## src/io_port_pkg.sv

```systemverilog
// Shared constants and carrier types for the I/O register space
package io_port_pkg;

    localparam int unsigned DATA_W = 8;
    localparam int unsigned ADDR_W = 8;

    localparam logic [7:0] OFS_GPIO_PORT0_DATA           = 8'h00;
    localparam logic [7:0] OFS_GPIO_PORT1_DATA           = 8'h01;
    localparam logic [7:0] OFS_GPIO_PORT2_DATA           = 8'h02;
    localparam logic [7:0] OFS_GPIO_PORT3_DATA           = 8'h03;
    localparam logic [7:0] OFS_PORT0_PIN_IRQ_ENABLE      = 8'h04;
    localparam logic [7:0] OFS_PORT1_PIN_IRQ_ENABLE      = 8'h05;
    localparam logic [7:0] OFS_PORT2_PIN_IRQ_ENABLE      = 8'h06;
    localparam logic [7:0] OFS_PORT3_PIN_IRQ_ENABLE      = 8'h07;
    localparam logic [7:0] OFS_PIN_PORT_CONFIGURATION    = 8'h08;
    localparam logic [7:0] OFS_PARALLEL_WIDTH_TWOWIRE    = 8'h09;
    localparam logic [7:0] OFS_USB_FUNCTION_ADDRESS_A    = 8'h10;
    localparam logic [7:0] OFS_ADDR_A_EP0_BYTE_COUNT     = 8'h11;
    localparam logic [7:0] OFS_ADDR_A_EP0_CONFIG         = 8'h12;
    localparam logic [7:0] OFS_ADDR_A_EP1_BYTE_COUNT     = 8'h13;
    localparam logic [7:0] OFS_ADDR_A_EP1_CONFIG         = 8'h14;
    localparam logic [7:0] OFS_ADDR_A_EP2_BYTE_COUNT     = 8'h15;
    localparam logic [7:0] OFS_ADDR_A_EP2_CONFIG         = 8'h16;
    localparam logic [7:0] OFS_GLOBAL_IRQ_ENABLES        = 8'h20;
    localparam logic [7:0] OFS_USB_ENDPOINT_IRQ_ENABLES  = 8'h21;
    localparam logic [7:0] OFS_PENDING_IRQ_VECTOR        = 8'h23;

    localparam logic [7:0] ZERO_ADDR                     = 8'h00;
    localparam logic [7:0] RESET_VALUE                   = 8'h00;
    localparam logic [7:0] UNMAPPED_READ                 = 8'h00;
    localparam logic [7:0] WRITE_ONLY_READ               = 8'h00;

    typedef enum logic [1:0] {
        OP_NONE,
        OP_PORT_READ,
        OP_PORT_WRITE,
        OP_INDEXED_PORT_WRITE
    } io_op_t;

    // One instruction from the core
    typedef struct packed {
        io_op_t      op;
        logic [7:0]  addr;
        logic [7:0]  index;
        logic [7:0]  acc;
    } io_req_t;

    // Answer of the block, registered
    typedef struct packed {
        logic        rd_valid;
        logic [7:0]  rd_data;
        logic        wr_done;
        logic [7:0]  wr_addr;
    } io_rsp_t;

endpackage

```

## src/io_addr_former.sv

```systemverilog
// Effective I/O address formation for direct and indexed instructions
`timescale 1ns/10ps
`default_nettype none
module io_addr_former (
    input  wire logic                  is_indexed_i,  // Indexed write form
    input  wire logic [7:0]            addr_i,        // Instruction address field
    input  wire logic [7:0]            index_i,       // Index register
    output logic      [7:0]            eff_addr_o     // Resulting address
);
    wire logic [7:0] indexed_sum;
    wire logic       zero_field;

    // Wraps within 8 bits
    assign indexed_sum = 8'(addr_i + index_i);
    assign zero_field  = (addr_i == io_port_pkg::ZERO_ADDR);
    assign eff_addr_o  = !is_indexed_i ? addr_i :
                         zero_field    ? index_i :
                                         indexed_sum;
endmodule
`default_nettype wire

```

## src/io_port_register_decode.sv

```systemverilog
// I/O register space decode, storage and read-to-clear vector
`timescale 1ns/10ps
`default_nettype none

// Behaviour
// - Port read returns addressed register contents toward the accumulator.
// - Direct port write stores accumulator into register at instruction address.
// - Indexed write targets instruction address plus index register.
// - Indexed write with zero address field uses the index register alone.
// - Undefined addresses are reserved; writes there are dropped.
// - Pin interrupt enables at 0x04..0x07 are write-only, read as zero.
// - Reading the vector register returns pending vector and clears it.
module io_port_register_decode #(
    parameter int unsigned DATA_WIDTH = 8
) (
    input  wire logic                  ref_clk_i,     // CPU clock, 25 MHz
    input  wire logic                  arst_n_i,      // Async reset, active low
    input  wire io_port_pkg::io_req_t  req_i,         // Instruction from core
    input  wire logic                  vec_set_i,     // Pending vector load pulse
    input  wire logic [7:0]            vec_value_i,   // Vector to post
    output io_port_pkg::io_rsp_t       rsp_o,         // Registered answer
    output logic      [7:0]            port_data_o [4], // Port data registers
    output logic      [7:0]            pin_irq_en_o [4], // Pin irq enables
    output logic      [7:0]            port_cfg_o,    // Pin configuration
    output logic      [7:0]            par_tw_cfg_o,  // Parallel/two-wire cfg
    output logic      [7:0]            usb_addr_a_o,  // USB address A
    output logic      [7:0]            ep_count_o [3], // Endpoint counters
    output logic      [7:0]            ep_cfg_o [3],  // Endpoint configs
    output logic      [7:0]            global_irq_en_o, // Global irq enables
    output logic      [7:0]            ep_irq_en_o,   // Endpoint irq enables
    output logic                       vec_pending_o  // Vector pending flag
);
    localparam int unsigned NREG = 19;

    // Only byte-wide registers are supported
    if (DATA_WIDTH != io_port_pkg::DATA_W) begin : g_bad_width
        $error("DATA_WIDTH must be 8");
    end

    // Storable register offsets, indexed 0..NREG-1
    localparam logic [7:0] REG_OFS [NREG] = '{
        io_port_pkg::OFS_GPIO_PORT0_DATA,
        io_port_pkg::OFS_GPIO_PORT1_DATA,
        io_port_pkg::OFS_GPIO_PORT2_DATA,
        io_port_pkg::OFS_GPIO_PORT3_DATA,
        io_port_pkg::OFS_PORT0_PIN_IRQ_ENABLE,
        io_port_pkg::OFS_PORT1_PIN_IRQ_ENABLE,
        io_port_pkg::OFS_PORT2_PIN_IRQ_ENABLE,
        io_port_pkg::OFS_PORT3_PIN_IRQ_ENABLE,
        io_port_pkg::OFS_PIN_PORT_CONFIGURATION,
        io_port_pkg::OFS_PARALLEL_WIDTH_TWOWIRE,
        io_port_pkg::OFS_USB_FUNCTION_ADDRESS_A,
        io_port_pkg::OFS_ADDR_A_EP0_BYTE_COUNT,
        io_port_pkg::OFS_ADDR_A_EP0_CONFIG,
        io_port_pkg::OFS_ADDR_A_EP1_BYTE_COUNT,
        io_port_pkg::OFS_ADDR_A_EP1_CONFIG,
        io_port_pkg::OFS_ADDR_A_EP2_BYTE_COUNT,
        io_port_pkg::OFS_ADDR_A_EP2_CONFIG,
        io_port_pkg::OFS_GLOBAL_IRQ_ENABLES,
        io_port_pkg::OFS_USB_ENDPOINT_IRQ_ENABLES
    };
    // Write-only flags per entry
    localparam logic [NREG-1:0] REG_WO = 19'h0_00F0;

    wire logic        is_read;
    wire logic        is_write;
    wire logic        is_indexed;
    wire logic [7:0]  eff_addr;
    wire logic [NREG-1:0] hit;
    wire logic [NREG-1:0] we;
    wire logic        vec_hit;
    wire logic        vec_read;
    wire logic [7:0]  reg_q [NREG];
    logic      [7:0]  rd_mux;

    logic      [7:0]  vec_reg;
    logic             vec_flag;
    wire logic [7:0]  next_vec_reg;
    wire logic        next_vec_flag;

    assign is_read    = (req_i.op == io_port_pkg::OP_PORT_READ);
    assign is_indexed = (req_i.op == io_port_pkg::OP_INDEXED_PORT_WRITE);
    assign is_write   = (req_i.op == io_port_pkg::OP_PORT_WRITE) || is_indexed;

    io_addr_former u_addr (
        .is_indexed_i (is_indexed),
        .addr_i       (req_i.addr),
        .index_i      (req_i.index),
        .eff_addr_o   (eff_addr)
    );

    genvar g;
    generate
        for (g = 0; g < NREG; g++) begin : g_reg
            assign hit[g] = (eff_addr == REG_OFS[g]);
            // Unmapped addresses match no entry, so no write happens
            assign we[g]  = is_write && hit[g];
            io_reg_cell #(.WIDTH(8)) u_cell (
                .ref_clk_i (ref_clk_i),
                .arst_n_i  (arst_n_i),
                .we_i      (we[g]),
                .wdata_i   (req_i.acc),
                .q_o       (reg_q[g])
            );
        end
    endgenerate

    assign vec_hit  = (eff_addr == io_port_pkg::OFS_PENDING_IRQ_VECTOR);
    assign vec_read = is_read && vec_hit;

    // Read mux, write-only and unmapped read as zero
    always_comb begin
        rd_mux = io_port_pkg::UNMAPPED_READ;
        for (int i = 0; i < NREG; i++) begin
            if (hit[i]) begin
                rd_mux = REG_WO[i] ? io_port_pkg::WRITE_ONLY_READ : reg_q[i];
            end
        end
        if (vec_hit) begin
            rd_mux = vec_reg;
        end
    end

    // Posting wins over the clear of the read
    assign next_vec_flag = vec_set_i ? 1'b1 : (vec_read ? 1'b0 : vec_flag);
    assign next_vec_reg  = vec_set_i ? vec_value_i :
                           (vec_read ? io_port_pkg::RESET_VALUE : vec_reg);

    always_ff @(posedge ref_clk_i or negedge arst_n_i) begin
        if (!arst_n_i) begin
            vec_reg  <= io_port_pkg::RESET_VALUE;
            vec_flag <= 1'b0;
        end else begin
            vec_reg  <= next_vec_reg;
            vec_flag <= next_vec_flag;
        end
    end

    always_ff @(posedge ref_clk_i or negedge arst_n_i) begin
        if (!arst_n_i) begin
            rsp_o <= '0;
        end else begin
            rsp_o.rd_valid <= is_read;
            rsp_o.rd_data  <= is_read ? rd_mux : io_port_pkg::RESET_VALUE;
            rsp_o.wr_done  <= is_write;
            rsp_o.wr_addr  <= is_write ? eff_addr : io_port_pkg::ZERO_ADDR;
        end
    end

    generate
        for (g = 0; g < 4; g++) begin : g_port
            assign port_data_o[g]  = reg_q[g];
            assign pin_irq_en_o[g] = reg_q[4+g];
        end
        for (g = 0; g < 3; g++) begin : g_ep
            assign ep_count_o[g] = reg_q[11+2*g];
            assign ep_cfg_o[g]   = reg_q[12+2*g];
        end
    endgenerate
    assign port_cfg_o      = reg_q[8];
    assign par_tw_cfg_o    = reg_q[9];
    assign usb_addr_a_o    = reg_q[10];
    assign global_irq_en_o = reg_q[17];
    assign ep_irq_en_o     = reg_q[18];
    assign vec_pending_o   = vec_flag;

    a_read_returns_data: assert property (@(posedge ref_clk_i) disable iff (!arst_n_i)
        is_read && req_i.addr == io_port_pkg::OFS_USB_FUNCTION_ADDRESS_A
        |=> rsp_o.rd_valid && rsp_o.rd_data == $past(usb_addr_a_o))
        else $error("read data mismatch");
    a_direct_write_stores: assert property (@(posedge ref_clk_i) disable iff (!arst_n_i)
        req_i.op == io_port_pkg::OP_PORT_WRITE && req_i.addr == 8'h00
        |=> port_data_o[0] == $past(req_i.acc))
        else $error("direct write lost");
    a_indexed_sum_addr: assert property (@(posedge ref_clk_i) disable iff (!arst_n_i)
        is_indexed && req_i.addr != 8'h00
        |=> rsp_o.wr_addr == 8'($past(req_i.addr) + $past(req_i.index)))
        else $error("indexed address wrong");
    a_indexed_zero_field: assert property (@(posedge ref_clk_i) disable iff (!arst_n_i)
        is_indexed && req_i.addr == 8'h00 |=> rsp_o.wr_addr == $past(req_i.index))
        else $error("zero-field index wrong");
    a_unmapped_no_write: assert property (@(posedge ref_clk_i) disable iff (!arst_n_i)
        is_write && hit == '0 |=> $stable(usb_addr_a_o) && $stable(port_cfg_o))
        else $error("reserved write changed state");
    a_wo_reads_zero: assert property (@(posedge ref_clk_i) disable iff (!arst_n_i)
        is_read && eff_addr >= 8'h04 && eff_addr <= 8'h07 |=> rsp_o.rd_data == 8'h00)
        else $error("write-only read nonzero");
    a_vector_read_clear: assert property (@(posedge ref_clk_i) disable iff (!arst_n_i)
        vec_read && !vec_set_i |=> rsp_o.rd_data == $past(vec_reg) && !vec_pending_o)
        else $error("vector not cleared");
    a_vector_set_wins: assert property (@(posedge ref_clk_i) disable iff (!arst_n_i)
        vec_set_i |=> vec_pending_o && vec_reg == $past(vec_value_i))
        else $error("vector post lost");
    a_no_rsp_idle: assert property (@(posedge ref_clk_i) disable iff (!arst_n_i)
        req_i.op == io_port_pkg::OP_NONE |=> !rsp_o.rd_valid && !rsp_o.wr_done)
        else $error("spurious answer");

    // Shared shapes for the per-register checks
    property p_write_lands(logic sel, logic [7:0] q);
        @(posedge ref_clk_i) disable iff (!arst_n_i)
        is_write && sel |=> q == $past(req_i.acc);
    endproperty
    property p_read_back(logic sel, logic [7:0] q);
        @(posedge ref_clk_i) disable iff (!arst_n_i)
        is_read && sel |=> rsp_o.rd_valid && rsp_o.rd_data == $past(q);
    endproperty

    a_port1_write_lands: assert property (
        p_write_lands(eff_addr == io_port_pkg::OFS_GPIO_PORT1_DATA,
                      port_data_o[1]))
        else $error("port 1 write lost");
    a_port2_write_lands: assert property (
        p_write_lands(eff_addr == io_port_pkg::OFS_GPIO_PORT2_DATA,
                      port_data_o[2]))
        else $error("port 2 write lost");
    a_port3_write_lands: assert property (
        p_write_lands(eff_addr == io_port_pkg::OFS_GPIO_PORT3_DATA,
                      port_data_o[3]))
        else $error("port 3 write lost");
    a_irqen0_write_lands: assert property (
        p_write_lands(eff_addr == io_port_pkg::OFS_PORT0_PIN_IRQ_ENABLE,
                      pin_irq_en_o[0]))
        else $error("pin enable 0 write lost");
    a_irqen1_write_lands: assert property (
        p_write_lands(eff_addr == io_port_pkg::OFS_PORT1_PIN_IRQ_ENABLE,
                      pin_irq_en_o[1]))
        else $error("pin enable 1 write lost");
    a_irqen2_write_lands: assert property (
        p_write_lands(eff_addr == io_port_pkg::OFS_PORT2_PIN_IRQ_ENABLE,
                      pin_irq_en_o[2]))
        else $error("pin enable 2 write lost");
    a_irqen3_write_lands: assert property (
        p_write_lands(eff_addr == io_port_pkg::OFS_PORT3_PIN_IRQ_ENABLE,
                      pin_irq_en_o[3]))
        else $error("pin enable 3 write lost");
    a_cfg_write_lands: assert property (
        p_write_lands(eff_addr == io_port_pkg::OFS_PIN_PORT_CONFIGURATION,
                      port_cfg_o))
        else $error("pin config write lost");
    a_partw_write_lands: assert property (
        p_write_lands(eff_addr == io_port_pkg::OFS_PARALLEL_WIDTH_TWOWIRE,
                      par_tw_cfg_o))
        else $error("parallel config write lost");
    a_usbaddr_write_lands: assert property (
        p_write_lands(eff_addr == io_port_pkg::OFS_USB_FUNCTION_ADDRESS_A,
                      usb_addr_a_o))
        else $error("usb address write lost");
    a_epcnt0_write_lands: assert property (
        p_write_lands(eff_addr == io_port_pkg::OFS_ADDR_A_EP0_BYTE_COUNT,
                      ep_count_o[0]))
        else $error("ep0 count write lost");
    a_epcnt1_write_lands: assert property (
        p_write_lands(eff_addr == io_port_pkg::OFS_ADDR_A_EP1_BYTE_COUNT,
                      ep_count_o[1]))
        else $error("ep1 count write lost");
    a_epcnt2_write_lands: assert property (
        p_write_lands(eff_addr == io_port_pkg::OFS_ADDR_A_EP2_BYTE_COUNT,
                      ep_count_o[2]))
        else $error("ep2 count write lost");
    a_epcfg0_write_lands: assert property (
        p_write_lands(eff_addr == io_port_pkg::OFS_ADDR_A_EP0_CONFIG,
                      ep_cfg_o[0]))
        else $error("ep0 config write lost");
    a_epcfg1_write_lands: assert property (
        p_write_lands(eff_addr == io_port_pkg::OFS_ADDR_A_EP1_CONFIG,
                      ep_cfg_o[1]))
        else $error("ep1 config write lost");
    a_epcfg2_write_lands: assert property (
        p_write_lands(eff_addr == io_port_pkg::OFS_ADDR_A_EP2_CONFIG,
                      ep_cfg_o[2]))
        else $error("ep2 config write lost");
    a_gie_write_lands: assert property (
        p_write_lands(eff_addr == io_port_pkg::OFS_GLOBAL_IRQ_ENABLES,
                      global_irq_en_o))
        else $error("global enable write lost");
    a_epie_write_lands: assert property (
        p_write_lands(eff_addr == io_port_pkg::OFS_USB_ENDPOINT_IRQ_ENABLES,
                      ep_irq_en_o))
        else $error("endpoint enable write lost");

    a_port0_read_back: assert property (
        p_read_back(req_i.addr == io_port_pkg::OFS_GPIO_PORT0_DATA,
                    port_data_o[0]))
        else $error("port 0 read wrong");
    a_port1_read_back: assert property (
        p_read_back(req_i.addr == io_port_pkg::OFS_GPIO_PORT1_DATA,
                    port_data_o[1]))
        else $error("port 1 read wrong");
    a_port2_read_back: assert property (
        p_read_back(req_i.addr == io_port_pkg::OFS_GPIO_PORT2_DATA,
                    port_data_o[2]))
        else $error("port 2 read wrong");
    a_port3_read_back: assert property (
        p_read_back(req_i.addr == io_port_pkg::OFS_GPIO_PORT3_DATA,
                    port_data_o[3]))
        else $error("port 3 read wrong");
    a_cfg_read_back: assert property (
        p_read_back(req_i.addr == io_port_pkg::OFS_PIN_PORT_CONFIGURATION,
                    port_cfg_o))
        else $error("pin config read wrong");
    a_partw_read_back: assert property (
        p_read_back(req_i.addr == io_port_pkg::OFS_PARALLEL_WIDTH_TWOWIRE,
                    par_tw_cfg_o))
        else $error("parallel config read wrong");
    a_epcnt0_read_back: assert property (
        p_read_back(req_i.addr == io_port_pkg::OFS_ADDR_A_EP0_BYTE_COUNT,
                    ep_count_o[0]))
        else $error("ep0 count read wrong");
    a_epcnt1_read_back: assert property (
        p_read_back(req_i.addr == io_port_pkg::OFS_ADDR_A_EP1_BYTE_COUNT,
                    ep_count_o[1]))
        else $error("ep1 count read wrong");
    a_epcnt2_read_back: assert property (
        p_read_back(req_i.addr == io_port_pkg::OFS_ADDR_A_EP2_BYTE_COUNT,
                    ep_count_o[2]))
        else $error("ep2 count read wrong");
    a_epcfg0_read_back: assert property (
        p_read_back(req_i.addr == io_port_pkg::OFS_ADDR_A_EP0_CONFIG,
                    ep_cfg_o[0]))
        else $error("ep0 config read wrong");
    a_epcfg1_read_back: assert property (
        p_read_back(req_i.addr == io_port_pkg::OFS_ADDR_A_EP1_CONFIG,
                    ep_cfg_o[1]))
        else $error("ep1 config read wrong");
    a_epcfg2_read_back: assert property (
        p_read_back(req_i.addr == io_port_pkg::OFS_ADDR_A_EP2_CONFIG,
                    ep_cfg_o[2]))
        else $error("ep2 config read wrong");
    a_gie_read_back: assert property (
        p_read_back(req_i.addr == io_port_pkg::OFS_GLOBAL_IRQ_ENABLES,
                    global_irq_en_o))
        else $error("global enable read wrong");
    a_epie_read_back: assert property (
        p_read_back(req_i.addr == io_port_pkg::OFS_USB_ENDPOINT_IRQ_ENABLES,
                    ep_irq_en_o))
        else $error("endpoint enable read wrong");

    c_read_vector: cover property (@(posedge ref_clk_i) disable iff (!arst_n_i)
        vec_flag && vec_read);
    c_indexed_zero: cover property (@(posedge ref_clk_i) disable iff (!arst_n_i)
        is_indexed && req_i.addr == 8'h00);
    c_indexed_sum: cover property (@(posedge ref_clk_i) disable iff (!arst_n_i)
        is_indexed && req_i.addr != 8'h00 && |we);
    c_write_then_read: cover property (@(posedge ref_clk_i) disable iff (!arst_n_i)
        is_write && |we ##1 is_read);
    c_write_only_read: cover property (@(posedge ref_clk_i) disable iff (!arst_n_i)
        is_read && req_i.addr == io_port_pkg::OFS_PORT0_PIN_IRQ_ENABLE);
endmodule
`default_nettype wire

```

## src/io_reg_cell.sv

```systemverilog
// One 8-bit storage register with write strobe
`timescale 1ns/10ps
`default_nettype none
module io_reg_cell #(
    parameter int unsigned WIDTH = 8
) (
    input  wire logic             ref_clk_i,  // CPU clock
    input  wire logic             arst_n_i,   // Async reset, active low
    input  wire logic             we_i,       // Write strobe
    input  wire logic [WIDTH-1:0] wdata_i,    // Write data
    output logic      [WIDTH-1:0] q_o         // Stored value
);
    // Only byte-wide cells are supported
    if (WIDTH != io_port_pkg::DATA_W) begin : g_bad_width
        $error("io_reg_cell width must be 8");
    end

    always_ff @(posedge ref_clk_i or negedge arst_n_i) begin
        if (!arst_n_i) begin
            q_o <= WIDTH'(io_port_pkg::RESET_VALUE);
        end else if (we_i) begin
            q_o <= wdata_i;
        end
    end
endmodule
`default_nettype wire
```

## config.mk

```make
export PLATFORM = sky130hd
export DESIGN_NAME = io_port_register_decode
export DESIGN_NICKNAME = d
export VERILOG_FILES = /design/src/io_port_pkg.sv /design/src/io_addr_former.sv /design/src/io_port_register_decode.sv /design/src/io_reg_cell.sv
export SDC_FILE = /design/constraint.sdc
export NUM_CORES = 1
export LEC_CHECK = 0
export ABC_CLOCK_PERIOD_IN_PS = 1700
export BUFFER_PORTS_ARGS = -buffer_cell sky130_fd_sc_hd__buf_2
export CAP_MARGIN = 10
export CORE_ASPECT_RATIO = 1.4
export CORE_UTILIZATION = 54
export DETAILED_ROUTE_END_ITERATION = 7
export PLACE_DENSITY = 0.81
export SLEW_MARGIN = 20
export SYNTH_ARGS = -nofsm -noshare
export SYNTH_HDL_FRONTEND = slang
export SYNTH_SLANG_ARGS = --single-unit
```

## constraint.sdc

```tcl
create_clock -name ref_clk_i -period 1.7 [get_ports ref_clk_i]
set_input_delay 0.085 -clock ref_clk_i [delete_from_list [all_inputs] [get_ports ref_clk_i]]
set_output_delay 0.085 -clock ref_clk_i [all_outputs]
set_load 0.1 [all_outputs]
```

==> impl_metrics.json <==
{
  "syn_to_final_growth_pct": 55.1,
  "yosysMostFrequentCell": "dfrtp_1",
  "place_hpwl_um": 22000,
  "wl_met3_um": 3630,
  "overflow": 0,
  "grt_pass1_vias": 8967,
  "combPwrFrac": 0.363,
  "hold_viol_final": 0,
  "clock-sinks": 179,
  "wl_met2_um": 17700,
  "synth_common_cells": "dfrtp_1, mux2_2, nand2_1",
  "drt-initial-drc-count": 832,
  "p_sw_frac": 0.431,
  "layout-drive-gt1-share": 0.645,
  "p_sw_mw": 5.91,
  "peakVddDrop_v": 0.00106,
  "slowest_delay_ns": 0.61,
  "critPathKind": "in -> reg",
  "syn_nets": 747,
  "cp_data_arrival_time_ns": 3.35,
  "fin_crit_ns": 3.05,
  "path_common_cell": "buf_6",
  "critical_path.max_fanout": 8,
  "p_clk_frac": 0.276,
  "r2r_end": "rsp_o[15]$_DFF_PN0_",
  "synth_area_leader_cell": "dfrtp_1",
  "hp-class": "in -> reg",
  "placed_area_um2": 11400,
  "wirelength_um": 36500,
  "largest_reg_flops": 152,
  "async_reset_ff_frac": 1.00,
  "syn-cell-area_um2": 8560,
  "layout.nets": 1160,
  "fin_util": 0.854,
  "synth_area_leaders": "dfrtp_1, mux2_2, nand2_1, nor2_1, a22oi_1",
  "vias_per_cell": 6.66,
  "finalCritPeriodShare": 1.79,
  "cts_buffer_depth": 2,
  "grt_antenna_before_repair": 0,
  "ios": 208,
  "grt_pass1_wl_um": 49100,
  "die_height_um": 151,
  "cap_violations": 0,
  "grt_usage": 0.409,
  "synth_edf_count": 0,
  "required_ns": 2.01,
  "wl_per_cell_um": 27.6,
  "drt_pass1_iterations": 5,
  "cp-endpoint": "g_reg[13].u_cell.q_o[5]$_DFFE_PN0P_",
  "port_buffers": 207,
  "start_util": 0.551,
  "multi_input_area_um2": 4920,
  "drt-met1-wl_um": 12400,
  "seqPwrFrac": 0.361,
  "core_um2": 15500,
  "ys_ff_latch": 179,
  "reg2reg_slack_ns": -0.34,
  "rows": 54,
  "ys.flop_type": "dfrtp_1",
  "cp-startpoint": "req_i[21]",
  "internal_power_mw": 7.81,
  "fill_cells": 727,
  "ant_nets": 0,
  "dieArea_um2": 16400,
  "avgSynthCellArea_um2": 12.2,
  "worstSkewPairLatency_ns": 0.45,
  "cts_max_level": 4,
  "violations": "setup timing",
  "path_clk_slew_ns": 0.08,
  "startpoint_type": "primary input",
  "final.setup.worst_slack_ns": -1.35,
  "routed.top_layer": "met4",
  "yosysTopAreaCellShare": 0.523,
  "seq_area_frac_synth": 0.523,
  "numCtsBuffers": 17,
  "rsz0062_at_grt": "true",
  "power_leakage_nw": 6.86,
  "powerDensity_nw_per_um2": 1030,
  "regArea_um2": 4480,
  "gp_congestion": 0.961,
  "final_cell_area_um2": 13300,
  "slew_headroom": 0.580,
  "yosysWarnings": 0,
  "fmax_mhz": 328,
  "clock-skew-final_ns": 0.0106,
  "cpMaxStageDelayCell": "or4_4",
  "setup_viol": 170,
  "vias": 8821,
  "cts_root_buf": "clkbuf_16",
  "worst_setup_path_end_kind": "flop",
  "worstMarginPinSlew_ns": 0.625,
  "die_w_um": 108,
  "post-route-drc-count": 0,
  "final_max_slew_viol_count": 0,
  "timing.rr.start": "g_reg[1].u_cell.q_o[6]$_DFFE_PN0P_",
  "diodes": 0,
  "status": "finished, violations left",
  "synth_cell_types": 70,
  "grt_max_degree": 58,
  "crit_chain": "buf_2 -> or4_4 -> nor2_4 -> buf_6 -> a21oi_2 -> o32a_1 -> buf_6 -> a21o_4 -> buf_12 -> nor4_4 -> buf_6 -> nand2_8 -> mux2_2",
  "syn_inst": 702,
  "tritoncts": "built",
  "reg2reg_depth": 7
}
[kinds of logic (layout without fill, tap and decap cells)]
group / count (synthesis) / in the layout / share of synthesized area
buf+inv: 38 / 464 / 0.0190
flops: 179 / 179 / 0.523
compound gates: 156 / 156 / 0.138
simple gates: 166 / 166 / 0.104
mux: 153 / 153 / 0.201
xor+xnor: 2 / 2 / 0.00205
fa+ha+maj: 8 / 8 / 0.0126
[worst max-delay path, delay by kind of cell]
| kind | cells | cell delay, ns |
|---|---|---|
| muxes | 1 | 0.39 |
| AOI/OAI and AO/OA | 3 | 0.69 |
| buffers and inverters | 5 | 0.82 |
| and+or+nand+nor | 4 | 1.35 |
[routing by layer]
layer,GRT usage,vias to the layer above
met1,0.449,4351
met3,0.0990,241
li1,-,3497
met4,0.276,0
met5,0,-
met2,0.696,732
[power groups by stage]
| stage | logic, mW | registers, mW | clock network (mW) |
|---|---|---|---|
| floorplan | 0.825 | 7.34 | 0 |
| global placement | 4.40 | 4.96 | 0 |
| finish | 4.99 | 4.95 | 3.79 |
| global route | 5.10 | 4.97 | 3.94 |
| CTS | 4.72 | 4.90 | 3.75 |
| detailed placement | 4.46 | 4.97 | 0 |
[cells in the final DEF, fill, tap and decap left out, types with 9 or more instances in the layout]
cell type | Yosys | routed
a221oi_2 | 2 | 9
a22o_1 | 9 | 9
buf_4 | 2 | 160
dfrtp_1 | 179 | 179
dlygate4sd3_1 | 0 | 10
nor2_1 | 38 | 29
nand2_1 | 51 | 35
a21oi_1 | 19 | 12
a22oi_1 | 18 | 14
buf_12 | 0 | 13
nor2_4 | 1 | 9
clkbuf_16 | 0 | 17
mux2_2 | 149 | 111
mux2_4 | 0 | 41
buf_6 | 1 | 39
o21ai_0 | 16 | 10
buf_2 | 4 | 202
[stage by stage]
step           hold slack (ns)  cells  worst slack, ns  setup TNS, ns  total power, mW
2_1_floorplan           -0.211    702            -1.29        -195.89             8.17
3_3_place_gp             0.100   1256            -1.66        -244.14             9.36
3_5_place_dp             0.111   1256            -1.66        -249.04             9.42
4_1_cts                 0.0223   1310           -0.963        -135.16             13.4
5_1_grt                 0.0320   1324            -1.33        -178.32             14.0
6_report                0.0278   1324            -1.35        -166.14             13.7
[timing repair]
item | CTS | global route
resized for setup | 128 | 75
hold buffers | 10 | 0
cloned | 1 | 0
pin swaps | 47 | 22
endpoints found under the hold margin | 61 | 0
setup endpoints to repair | 170 | 171
setup buffers | 11 | 15
[layout make-up]
type	instances	area share
inverter	4	0.00113
clock inverter	12	0.00726
multi-input combinational	485	0.371
timing repair buffer	428	0.231
sequential	179	0.337
clock buffer	20	0.0344
tap	196	0.0185
[worst min-delay path by stage]
stage / to / slack [ns] / depth (start not counted) / start
6_report: vec_pending_o$_DFFE_PN0P_ / 0.03 / 2 / vec_set_i
5_1_grt: vec_pending_o$_DFFE_PN0P_ / 0.03 / 2 / vec_set_i
4_1_cts: vec_pending_o$_DFFE_PN0P_ / 0.02 / 2 / vec_set_i
3_5_place_dp: rsp_o[0]$_DFF_PN0_ / 0.11 / 1 / arst_n_i
3_3_place_gp: rsp_o[6]$_DFF_PN0_ / 0.10 / 1 / arst_n_i
2_1_floorplan: g_reg[0].u_cell.q_o[0]$_DFFE_PN0P_ / -0.21 / 0 / arst_n_i
Note: power is estimated with default switching activity, not from simulation.
